**config.mk**
```make
export PLATFORM = sky130hd
export DESIGN_NAME = scm_mailbox
export DESIGN_NICKNAME = d
export VERILOG_FILES = /design/src/core/scm_pkg.sv /design/src/core/scm_mailbox.sv
export SDC_FILE = /design/constraint.sdc
export NUM_CORES = 1
export LEC_CHECK = 0
export BUFFER_PORTS_ARGS = -buffer_cell sky130_fd_sc_hd__clkbuf_2
export CAP_MARGIN = 20
export CORE_MARGIN = 1
export CORE_UTILIZATION = 30
export DETAILED_ROUTE_END_ITERATION = 7
export PLACE_DENSITY = 0.53
export SYNTH_ARGS = -nofsm -noshare
export SYNTH_HDL_FRONTEND = slang
export SYNTH_SLANG_ARGS = --single-unit
```
**constraint.sdc**
```tcl
create_clock -name clk -period 3.7 [get_ports clk]
set_input_delay 0.185 -clock clk [delete_from_list [all_inputs] [get_ports clk]]
set_output_delay 0.185 -clock clk [all_outputs]
set_load 0.05 [all_outputs]
```
**src/core/scm_pkg.sv**
```systemverilog
/*
  Constants for the sensor command mailbox: command encodings, reply codes,
  field positions and reset values.
  Assumes a single 40 MHz sequencer clock and an active-high asynchronous reset.
*/
// Behaviour
// - Code 111+index ORs host value into parameter, stores it, copies to readback.
// - Null command 000 00000 sets reply and counter to zero and clears a held error.
// - Code 000 00001 performs a software reset of sequencer state.
// - Code 000 00010 changes slave address; no mailbox use, no error reply.
// - Code 000 00101 runs one proximity pass, then updates reply.
// - Code 000 00110 runs one ambient pass, then updates reply.
// - Code 000 00111 runs proximity pass, then ambient pass unless proximity overflowed, then updates reply.
// - Code 000 01101 starts proximity loop; 000 01001 halts it.
// - Code 000 01110 starts ambient loop; 000 01010 halts it.
// - Code 000 01111 starts both loops; 000 01011 halts both.
// - Without error, upper nibble zero, lower nibble counts completions, wrapping.
// - Null command resets the completion counter to zero.
// - Invalid setting writes 1000 0000, held until null or software reset command.
// - Proximity channel 1/2/3 overflow writes 1000 1000/1001/1010.
// - Visible/infrared/auxiliary overflow writes 1000 1100/1101/1110.
// - Codes 100/101/110+index read, set, AND parameter; result to readback.
package scm_pkg;

  ////////////////////////////////////////////////////////////////////////////
  // Command field layout
  localparam int OP_MSB = 7;
  localparam int OP_LSB = 5;
  localparam int IDX_MSB = 4;
  localparam int IDX_LSB = 0;
  localparam logic [2:0] OP_MISC = 3'h0;
  localparam logic [2:0] OP_QUERY = 3'h4;
  localparam logic [2:0] OP_SET = 3'h5;
  localparam logic [2:0] OP_AND = 3'h6;
  localparam logic [2:0] OP_OR = 3'h7;

  // Miscellaneous command codes
  localparam logic [7:0] NULL_CMD = 8'h00;
  localparam logic [7:0] SOFT_RESET_CMD = 8'h01;
  localparam logic [7:0] BUS_ADDRESS_CHANGE_CMD = 8'h02;
  localparam logic [7:0] SINGLE_PROXIMITY_CMD = 8'h05;
  localparam logic [7:0] SINGLE_AMBIENT_CMD = 8'h06;
  localparam logic [7:0] SINGLE_BOTH_CMD = 8'h07;
  localparam logic [7:0] PROXIMITY_HALT_CMD = 8'h09;
  localparam logic [7:0] AMBIENT_HALT_CMD = 8'h0a;
  localparam logic [7:0] BOTH_HALT_CMD = 8'h0b;
  localparam logic [7:0] PROXIMITY_LOOP_CMD = 8'h0d;
  localparam logic [7:0] AMBIENT_LOOP_CMD = 8'h0e;
  localparam logic [7:0] BOTH_LOOP_CMD = 8'h0f;

  ////////////////////////////////////////////////////////////////////////////
  // Reply codes
  localparam logic [7:0] REPLY_RESET = 8'h00;
  localparam logic [7:0] REPLY_INVALID_SETTING = 8'h80;
  localparam logic [7:0] REPLY_PROX_CH1_SATURATED = 8'h88;
  localparam logic [7:0] REPLY_PROX_CH2_SATURATED = 8'h89;
  localparam logic [7:0] REPLY_PROX_CH3_SATURATED = 8'h8a;
  localparam logic [7:0] REPLY_VISIBLE_SATURATED = 8'h8c;
  localparam logic [7:0] REPLY_INFRARED_SATURATED = 8'h8d;
  localparam logic [7:0] REPLY_AUX_SATURATED = 8'h8e;
  localparam logic [3:0] ERROR_NIBBLE = 4'h8;

  // Reset values
  localparam logic [7:0] PARAM_RESET = 8'h00;
  localparam logic [7:0] READBACK_RESET = 8'h00;
  localparam logic [6:0] BUS_ADDRESS_RESET = 7'h5a;

  // Sequencer states
  typedef enum logic [4:0] {
    SCM_IDLE = 5'b00001,
    SCM_PROX = 5'b00010,
    SCM_AMB = 5'b00100,
    SCM_DONE = 5'b01000,
    SCM_ERR = 5'b10000
  } scm_state_t;

endpackage

```
**src/core/scm_mailbox.sv**
```systemverilog
/*
  Command decoder and reply generator of the sensor sequencer.
  Assumes the register front end gives a one-cycle command write strobe with the
  code and host value box held, and that the measurement engine answers each
  pass request with a one-cycle done pulse and overflow flags.
*/
`timescale 1ns/100ps
`default_nettype none
module scm_mailbox #(
  parameter int PARAM_COUNT = 32
) (
  input wire logic clk, // 40 MHz clock
  input wire logic rst, // Async reset, active high
  input wire logic cmd_write, // Pulse: command register written
  input wire logic [7:0] cmd_code, // Command code
  input wire logic [7:0] host_value_box, // Host value mailbox
  input wire logic [6:0] new_bus_address, // Address for the address change
  input wire logic invalid_setting, // Pulse: invalid setting found
  input wire logic meas_done, // Pulse: requested pass finished
  input wire logic [5:0] meas_saturated, // Overflow flags with meas_done
  output logic [7:0] reply, // Reply register
  output logic [7:0] readback_box, // Readback mailbox
  output logic [6:0] bus_address, // Current slave address
  output logic prox_pass_req, // Level: proximity pass requested
  output logic amb_pass_req, // Level: ambient pass requested
  output logic prox_loop_en, // Autonomous proximity loop running
  output logic amb_loop_en, // Autonomous ambient loop running
  output logic soft_reset_pulse, // Pulse: sequencer software reset
  output logic busy // Command in progress
);

  ////////////////////////////////////////////////////////////////////////////
  // Decode
  logic [2:0] op;
  logic [4:0] idx;
  logic [7:0] param_mem [PARAM_COUNT];
  logic [7:0] param_val;
  logic [7:0] param_new;
  logic is_param;
  logic accept;
  scm_pkg::scm_state_t state_r;
  scm_pkg::scm_state_t state_nxt;
  logic both_r;
  logic quiet_r;
  logic [7:0] err_code;
  logic err_seen;
  logic [3:0] count_r;
  logic err_hold_r;

  assign op = cmd_code[scm_pkg::OP_MSB:scm_pkg::OP_LSB];
  assign idx = cmd_code[scm_pkg::IDX_MSB:scm_pkg::IDX_LSB];
  assign param_val = param_mem[idx];
  assign is_param = op[2];
  // Only a command register write starts work, and only when idle
  assign accept = cmd_write && (state_r == scm_pkg::SCM_IDLE);
  assign busy = (state_r != scm_pkg::SCM_IDLE);

  // Parameter result per operation
  always_comb
  begin
    unique case (op)
      scm_pkg::OP_SET: param_new = host_value_box;
      scm_pkg::OP_AND: param_new = param_val & host_value_box;
      scm_pkg::OP_OR: param_new = param_val | host_value_box;
      default: param_new = param_val;
    endcase
  end

  ////////////////////////////////////////////////////////////////////////////
  // Parameter store, no reset on the array
  always_ff @(posedge clk)
  begin
    if (accept && is_param && op != scm_pkg::OP_QUERY)
      param_mem[idx] <= param_new;
  end

  // Readback box
  always_ff @(posedge clk or posedge rst)
  begin
    if (rst)
      readback_box <= scm_pkg::READBACK_RESET;
    else if (accept && is_param)
      readback_box <= param_new;
  end

  // Slave address
  always_ff @(posedge clk or posedge rst)
  begin
    if (rst)
      bus_address <= scm_pkg::BUS_ADDRESS_RESET;
    else if (accept && cmd_code == scm_pkg::BUS_ADDRESS_CHANGE_CMD)
      bus_address <= new_bus_address;
  end

  ////////////////////////////////////////////////////////////////////////////
  // Autonomous loop enables; reserved codes fall through untouched
  always_ff @(posedge clk or posedge rst)
  begin
    if (rst)
    begin
      prox_loop_en <= 1'b0;
      amb_loop_en <= 1'b0;
    end
    else if (accept)
    begin
      unique case (cmd_code)
        scm_pkg::SOFT_RESET_CMD:
        begin
          prox_loop_en <= 1'b0;
          amb_loop_en <= 1'b0;
        end
        scm_pkg::PROXIMITY_LOOP_CMD: prox_loop_en <= 1'b1;
        scm_pkg::PROXIMITY_HALT_CMD: prox_loop_en <= 1'b0;
        scm_pkg::AMBIENT_LOOP_CMD: amb_loop_en <= 1'b1;
        scm_pkg::AMBIENT_HALT_CMD: amb_loop_en <= 1'b0;
        scm_pkg::BOTH_LOOP_CMD:
        begin
          prox_loop_en <= 1'b1;
          amb_loop_en <= 1'b1;
        end
        scm_pkg::BOTH_HALT_CMD:
        begin
          prox_loop_en <= 1'b0;
          amb_loop_en <= 1'b0;
        end
        default:
        begin
          prox_loop_en <= prox_loop_en;
          amb_loop_en <= amb_loop_en;
        end
      endcase
    end
  end

  // Software reset pulse
  always_ff @(posedge clk or posedge rst)
  begin
    if (rst)
      soft_reset_pulse <= 1'b0;
    else
      soft_reset_pulse <= accept && cmd_code == scm_pkg::SOFT_RESET_CMD;
  end

  ////////////////////////////////////////////////////////////////////////////
  // Forced measurement sequencer
  always_comb
  begin
    state_nxt = state_r;
    unique case (state_r)
      scm_pkg::SCM_IDLE:
      begin
        if (accept)
        begin
          if (cmd_code == scm_pkg::SINGLE_PROXIMITY_CMD || cmd_code == scm_pkg::SINGLE_BOTH_CMD)
            state_nxt = scm_pkg::SCM_PROX;
          else if (cmd_code == scm_pkg::SINGLE_AMBIENT_CMD)
            state_nxt = scm_pkg::SCM_AMB;
          else
            state_nxt = scm_pkg::SCM_DONE;
        end
      end
      scm_pkg::SCM_PROX:
      begin
        if (meas_done)
          state_nxt = err_seen ? scm_pkg::SCM_ERR : (both_r ? scm_pkg::SCM_AMB : scm_pkg::SCM_DONE);
      end
      scm_pkg::SCM_AMB:
      begin
        if (meas_done)
          state_nxt = err_seen ? scm_pkg::SCM_ERR : scm_pkg::SCM_DONE;
      end
      scm_pkg::SCM_DONE: state_nxt = scm_pkg::SCM_IDLE;
      scm_pkg::SCM_ERR: state_nxt = scm_pkg::SCM_IDLE;
      default: state_nxt = scm_pkg::SCM_IDLE;
    endcase
  end

  // State, both-pass flag and no-count flag for null and reset commands
  always_ff @(posedge clk or posedge rst)
  begin
    if (rst)
    begin
      state_r <= scm_pkg::SCM_IDLE;
      both_r <= 1'b0;
      quiet_r <= 1'b0;
    end
    else
    begin
      state_r <= state_nxt;
      if (accept)
      begin
        both_r <= (cmd_code == scm_pkg::SINGLE_BOTH_CMD);
        quiet_r <= (cmd_code == scm_pkg::NULL_CMD || cmd_code == scm_pkg::SOFT_RESET_CMD);
      end
    end
  end

  assign prox_pass_req = (state_r == scm_pkg::SCM_PROX);
  assign amb_pass_req = (state_r == scm_pkg::SCM_AMB);

  // Overflow code, lowest channel first
  always_comb
  begin
    err_seen = (meas_saturated != 6'h00);
    if (meas_saturated[0]) err_code = scm_pkg::REPLY_PROX_CH1_SATURATED;
    else if (meas_saturated[1]) err_code = scm_pkg::REPLY_PROX_CH2_SATURATED;
    else if (meas_saturated[2]) err_code = scm_pkg::REPLY_PROX_CH3_SATURATED;
    else if (meas_saturated[3]) err_code = scm_pkg::REPLY_VISIBLE_SATURATED;
    else if (meas_saturated[4]) err_code = scm_pkg::REPLY_INFRARED_SATURATED;
    else err_code = scm_pkg::REPLY_AUX_SATURATED;
  end

  ////////////////////////////////////////////////////////////////////////////
  // Reply register and completion counter
  always_ff @(posedge clk or posedge rst)
  begin
    if (rst)
    begin
      reply <= scm_pkg::REPLY_RESET;
      count_r <= 4'h0;
      err_hold_r <= 1'b0;
    end
    else if (invalid_setting)
    begin
      // The error flag wins over a clear in the same cycle
      reply <= scm_pkg::REPLY_INVALID_SETTING;
      err_hold_r <= 1'b1;
      if (accept && (cmd_code == scm_pkg::NULL_CMD || cmd_code == scm_pkg::SOFT_RESET_CMD))
        count_r <= 4'h0;
    end
    else if (accept && cmd_code == scm_pkg::NULL_CMD)
    begin
      reply <= scm_pkg::REPLY_RESET;
      count_r <= 4'h0;
      err_hold_r <= 1'b0;
    end
    else if (accept && cmd_code == scm_pkg::SOFT_RESET_CMD)
    begin
      reply <= scm_pkg::REPLY_RESET;
      count_r <= 4'h0;
      err_hold_r <= 1'b0;
    end
    else if ((state_r == scm_pkg::SCM_PROX || state_r == scm_pkg::SCM_AMB) && meas_done && err_seen && !err_hold_r)
    begin
      reply <= err_code;
      err_hold_r <= 1'b1;
    end
    // Null and reset commands leave the counter at zero
    else if (state_r == scm_pkg::SCM_DONE && !err_hold_r && !quiet_r)
    begin
      reply <= {4'h0, count_r + 4'h1};
      count_r <= count_r + 4'h1;
    end
  end

endmodule
`default_nettype wire

```
=== After elaboration in Yosys (flattened, before gate mapping) ===
Memories as Yosys holds them, arrays and structs flattened.
Index checks and enable logic that the tools add are counted.

* Input bits: 34
* Bits in registers: 38
* Bits in writable memories: 256
* Memories: 1

{| class="wikitable"
|+ Memories
! memory !! words !! width !! rd ports !! clocked after memory_dff !! wr ports !! line !! text
|-
| param_mem || 32 || 8 || 1 || 0 || 1 || scm_mailbox.sv:36 || <nowiki>logic [7:0] param_mem [PARAM_COUNT];</nowiki>
|}

* Eq/ne operators: 25
* Add/sub/neg operators: 1
* Muxes and demuxes: 34
* Bitwise operators: 2
* Reduce and logical (&&, ||, !) cells: 32

{| class="wikitable"
|+ Operators by type and width
! cell !! number
|-
| $eq A8 B4 Y1 const B || 6
|-
| $mux W8 || 5
|-
| $mux W4 || 9
|-
| $mux W5 || 5
|-
| $eq A8 B3 Y1 const B || 3
|-
| $pmux W8 S3 || 1
|-
| $pmux W5 S3 || 1
|-
| $logic_and A1 B1 Y1 || 12
|-
| $eq A3 B3 Y1 const B || 3
|-
| $mux W3 || 3
|-
| $and A8 B8 Y8 || 1
|-
| $eq A8 B1 Y1 const B || 1
|-
| $eq A8 B2 Y1 const B || 1
|-
| $logic_not A8 Y1 || 1
|-
| $or A8 B8 Y8 || 1
|-
| $reduce_bool A4 Y1 || 2
|-
| $mux W1 || 6
|-
| $ne A2 B2 Y1 const B || 3
|-
| $reduce_and A3 Y1 || 2
|-
| $reduce_bool A6 Y1 || 1
|-
| $reduce_or A3 Y1 || 2
|-
| $eq A5 B1 Y1 const B || 1
|-
| $eq A5 B2 Y1 const B || 1
|-
| $eq A5 B3 Y1 const B || 1
|-
| other kinds (14) || 22
|}

=== Depth between registers and ports, before layout ===
* Depth after elaboration: 9
* Mapped depth: 8
* Depth with buffers taken out: 5

=== Worst setup path before layout ===
OpenSTA, ideal clock, no wires.

* Path type: flip-flop to flip-flop
* Start point: register state_r[1]
* End point: memory param_mem[15][0] (enable)
* Buffers on the path: 0
* Library setup time: 0.383 ns
* Arrival time: 2.290 ns
* Setup slack: 1.027 ns
* Cell stages (with the launch flop): 6
* Cells stage by stage: dfrtp_1 > nor4_1 > nand4_1 > nor2_1 > nand3_1 > nor3_1

* Word-level cells in the longest chain between the ends: 6

{| class="wikitable"
|+ Ends and longest elaborated chain
! what !! line !! text
|-
| from (decl) || scm_mailbox.sv:41 || <nowiki>scm_pkg::scm_state_t state_r;</nowiki>
|-
| from (signal assigned) || scm_mailbox.sv:183 || <nowiki>state_r <= scm_pkg::SCM_IDLE;</nowiki>
|-
| from (signal assigned) || scm_mailbox.sv:189 || <nowiki>state_r <= state_nxt;</nowiki>
|-
| $eq A5 B1 Y1 || scm_mailbox.sv:55 || <nowiki>assign accept = cmd_write && (state_r == scm_pkg::SCM_IDLE);</nowiki>
|-
| $logic_and A1 B1 Y1 || scm_mailbox.sv:55 ||
|-
| $logic_and A1 B1 Y1 (2 in series) || scm_mailbox.sv:73 || <nowiki>if (accept && is_param && op != scm_pkg::OP_QUERY)</nowiki>
|-
| $mux W1 || scm_mailbox.sv:73 ||
|-
| $mux W1 (implied by the code) || scm_mailbox.sv:74 || <nowiki>param_mem[idx] <= param_new;</nowiki>
|-
| to (decl) || scm_mailbox.sv:36 ||
|}

No other way between the ends.

=== Final worst setup path ===
* Start point: register state_r[1]
* End point: memory param_mem[14][4] (enable)

The elaborated chain is that of the path after synthesis.

==> out/metrics.cfg <==
[sta]
grt_setup_unrepaired = false
worst-slew-pin-transition_ns = 0.8120
hold_ws_ns = 0.02794
setup_viol_count_final = 0
max_freq_mhz = 355.5
final-hold-violation-count = 0
fin_crit_sh = 0.7602
setup_tns_ns = 0
fin_worst_skew_ns = 0.01479
min_period_ns = 2.813
slew_violations = 0
slew_headroom = 0.4587

[placed_design]
post-dp-hpwl_mm = 19.49
gp_congestion = 0.7807
io_buffers = 59

[power]
p_total_mw = 7.320
p_int_mw = 5.577
p_seq_frac = 0.512
peakVddDrop_mv = 0.3869
clkPwrFrac = 0.398
pwr_density_cell_nw_per_um2 = 513.1
p_switching_mw = 1.743
leakage_nw = 4.929
power.share.combinational = 0.090
switching_share = 0.2381

[outcome]
status = complete, no violations

[logic_synthesis]
synth-seq-cells = 291
synthTopCellsByCount = 256 x edfxtp_1, 52 x nor2_1, 48 x mux4_2
synthSimpleGateAreaFrac = 0.06863
muxShareOfSynthArea = 0.1329
synth_top_area_frac = 0.6477
synth_top_family_by_area = multiplexers
synthesis.area_um2 = 11870
synth-adder-area-share = 0.001054
synthArstFlopShare = 0.1203
synthTopCellsByArea = edfxtp_1 65%, mux4_2 9.1%, dfrtp_1 6.3%
synth_compound_area_frac = 0.05102
synth_xor_area_frac = 0.004428
ys.flop_type = edfxtp_1
synth_cell_type_count = 58
yosysWarnings = 0
synth.most_common_cell = edfxtp_1
synth_cells = 682
synth_seq_area_share = 0.7220
avgSynthCellArea_um2 = 17.40
synth_edf_count = 256
yosysTopAreaCell = edfxtp_1

[floorplanning]
ioPinCount = 63
die_area_um2 = 40360
core_area_um2 = 38830
die_h_um = 200.9
row_count = 72
start_util = 0.3057
die_x_um = 200.9

[clock_network]
root_buffer = clkbuf_16
numClockSinks = 291
clock_latency_ns = 0.56
cts_buffers = 30
cts_resized = 0
clockBufferDepth = 3
cts_tree = yes
cts.clk_slew.worst_paths_ns = 0.06
cts_max_level = 1

[finish]
drive_gt1_frac = 0.3162
antennaDiodeCount = 0
nets = 849
area_growth_pct = 20.21

[drt]
wire_per_inst_um = 21.51
first_pass_iters = 4
drt-vias-per-instance = 4.968
vias = 6737
antenna_left = 0
drt_iter0_drc = 486
post-route-drc-count = 0
wirelength_mm = 29.16

[critical_path]
cp-end-kind = register
max_stage_delay_ns = 0.55
cp_slowest_cell = nor3_1
crit_type = register to register
start_kind = register
crit_arrival_ns = 3.09
crit_top_cell = buf_4
crit_required_ns = 3.98
crit_fanout = 17
worstPathCellList = nor4_1, buf_4, nand4_1, buf_4, nor2_1, nand2_1, nor3_1, buf_4

[job]
maxCapViolations = 0

[global_route]
grt_use_total = 0.1464
overflow = 0
antenna_found_initial = 0
grt_pass1_wl_mm = 44.46
grt_pass1_vias = 6919
grt_max_degree = 55

[hold_path]
hold_path.class = input port to register

-- final cells by class --
cell class / instances / area, um2
fillers: 3649 / 24560
flip-flops and latches: 291 / 8569
multi-input cells: 348 / 3094
repair buffers: 139 / 987.2
clock buffers: 40 / 808.3
well taps: 518 / 648.1
clock inverters: 16 / 145.1
inverters: 4 / 15.01
-- repair_timing --
item | CTS | global route
setup endpoints to repair | 0 | 0
setup buffers | 0 | 0
hold buffers | 15 | 0
hold endpoints to repair | 44 | 0
-- metrics by stage --
| step | std cells | setup slack [ns] | utilization | area [um2] |
|---|---|---|---|---|
| after global placement | 1283 | 0.7343 | 0.3384 | 13140 |
| after detailed placement | 1283 | 0.7118 | 0.3384 | 13140 |
| after CTS | 1354 | 0.9122 | 0.3668 | 14240 |
| after global routing | 1356 | 0.6726 | 0.3675 | 14270 |
| after floorplan | 684 | 1.027 | - | 11880 |
| final | 1356 | 0.8872 | 0.3675 | 14270 |
-- cells in the final DEF, fill, tap and decap left out, drive strengths merged, types with 4 or more instances in the layout --
| master | n |
|---|---|
| edfxtp | 256 |
| dfstp | 5 |
| mux4 | 48 |
| or3 | 7 |
| a21oi | 4 |
| nor2 | 52 |
| o21ai | 8 |
| nor3 | 18 |
| a32oi | 8 |
| dlygate4sd3 | 15 |
| o221ai | 6 |
| nand3 | 22 |
| a22oi | 7 |
| a22o | 4 |
| buf | 67 |
| nand2 | 39 |
| mux2 | 29 |
| mux2i | 17 |
| clkbuf | 97 |
| a221oi | 8 |
| dfrtp | 30 |
| clkinv | 15 |
| and3 | 4 |
| o31ai | 10 |
-- kinds of logic (layout without fill, tap and decap cells) --
| kind of cell | after synthesis | count (layout) |
|---|---|---|
| compound gates | 76 | 76 |
| mux | 94 | 94 |
| fa+ha+maj | 1 | 1 |
| other cells | 1 | 3 |
| flops | 291 | 291 |
| buf+inv | 45 | 199 |
| simple gates | 168 | 168 |
| xor+xnor | 6 | 6 |
-- critical path, delay by kind of cell, from the launching register on --
kind / cells / cell delay, ns
buf+inv: 3 / 0.67
flops: 1 / 0.42
simple gates: 5 / 1.44
-- power groups by stage --
stage	Clock (mW)	Sequential (mW)	Combinational (mW)
after floorplan	0	3.90	0.315
after global placement	0	3.81	0.641
after detailed placement	0	3.81	0.650
after CTS	2.98	3.74	0.662
after global routing	3.12	3.75	0.712
final	2.92	3.74	0.660
-- routing by layer --
layer | GRT usage | up-vias | wire, um
met5 | 0 | - | 0
met4 | 0.03735 | 0 | 633
met3 | 0.02403 | 40 | 1622
met2 | 0.2299 | 219 | 13440
met1 | 0.2105 | 3477 | 13460
li1 | - | 3001 | -
-- sequential cells by signal, indices dropped and copies added, names as in the netlist --
register	count
readback_box	8
count_r	4
err_hold_r	1
soft_reset_pulse	1
amb_loop_en	1
param_mem	256
both_r	1
prox_loop_en	1
bus_address	7
reply	5
quiet_r	1
state_r	5
-- final timing paths --
check                                  start          endpoint  slack (ns)  cells past startpoint
max                               state_r[1]  param_mem[14][4]        0.89                      8
min in group asynchronous                rst          reply[3]        0.27                      4
max in group asynchronous                rst        state_r[0]        3.05                      4
max reg2reg                       state_r[1]  param_mem[14][4]        0.89                      8
min reg2reg                          quiet_r           quiet_r        0.47                      2
min                        host_value_box[5]   readback_box[5]        0.03                      3
No activity file was read; power rests on OpenSTA's default activity.
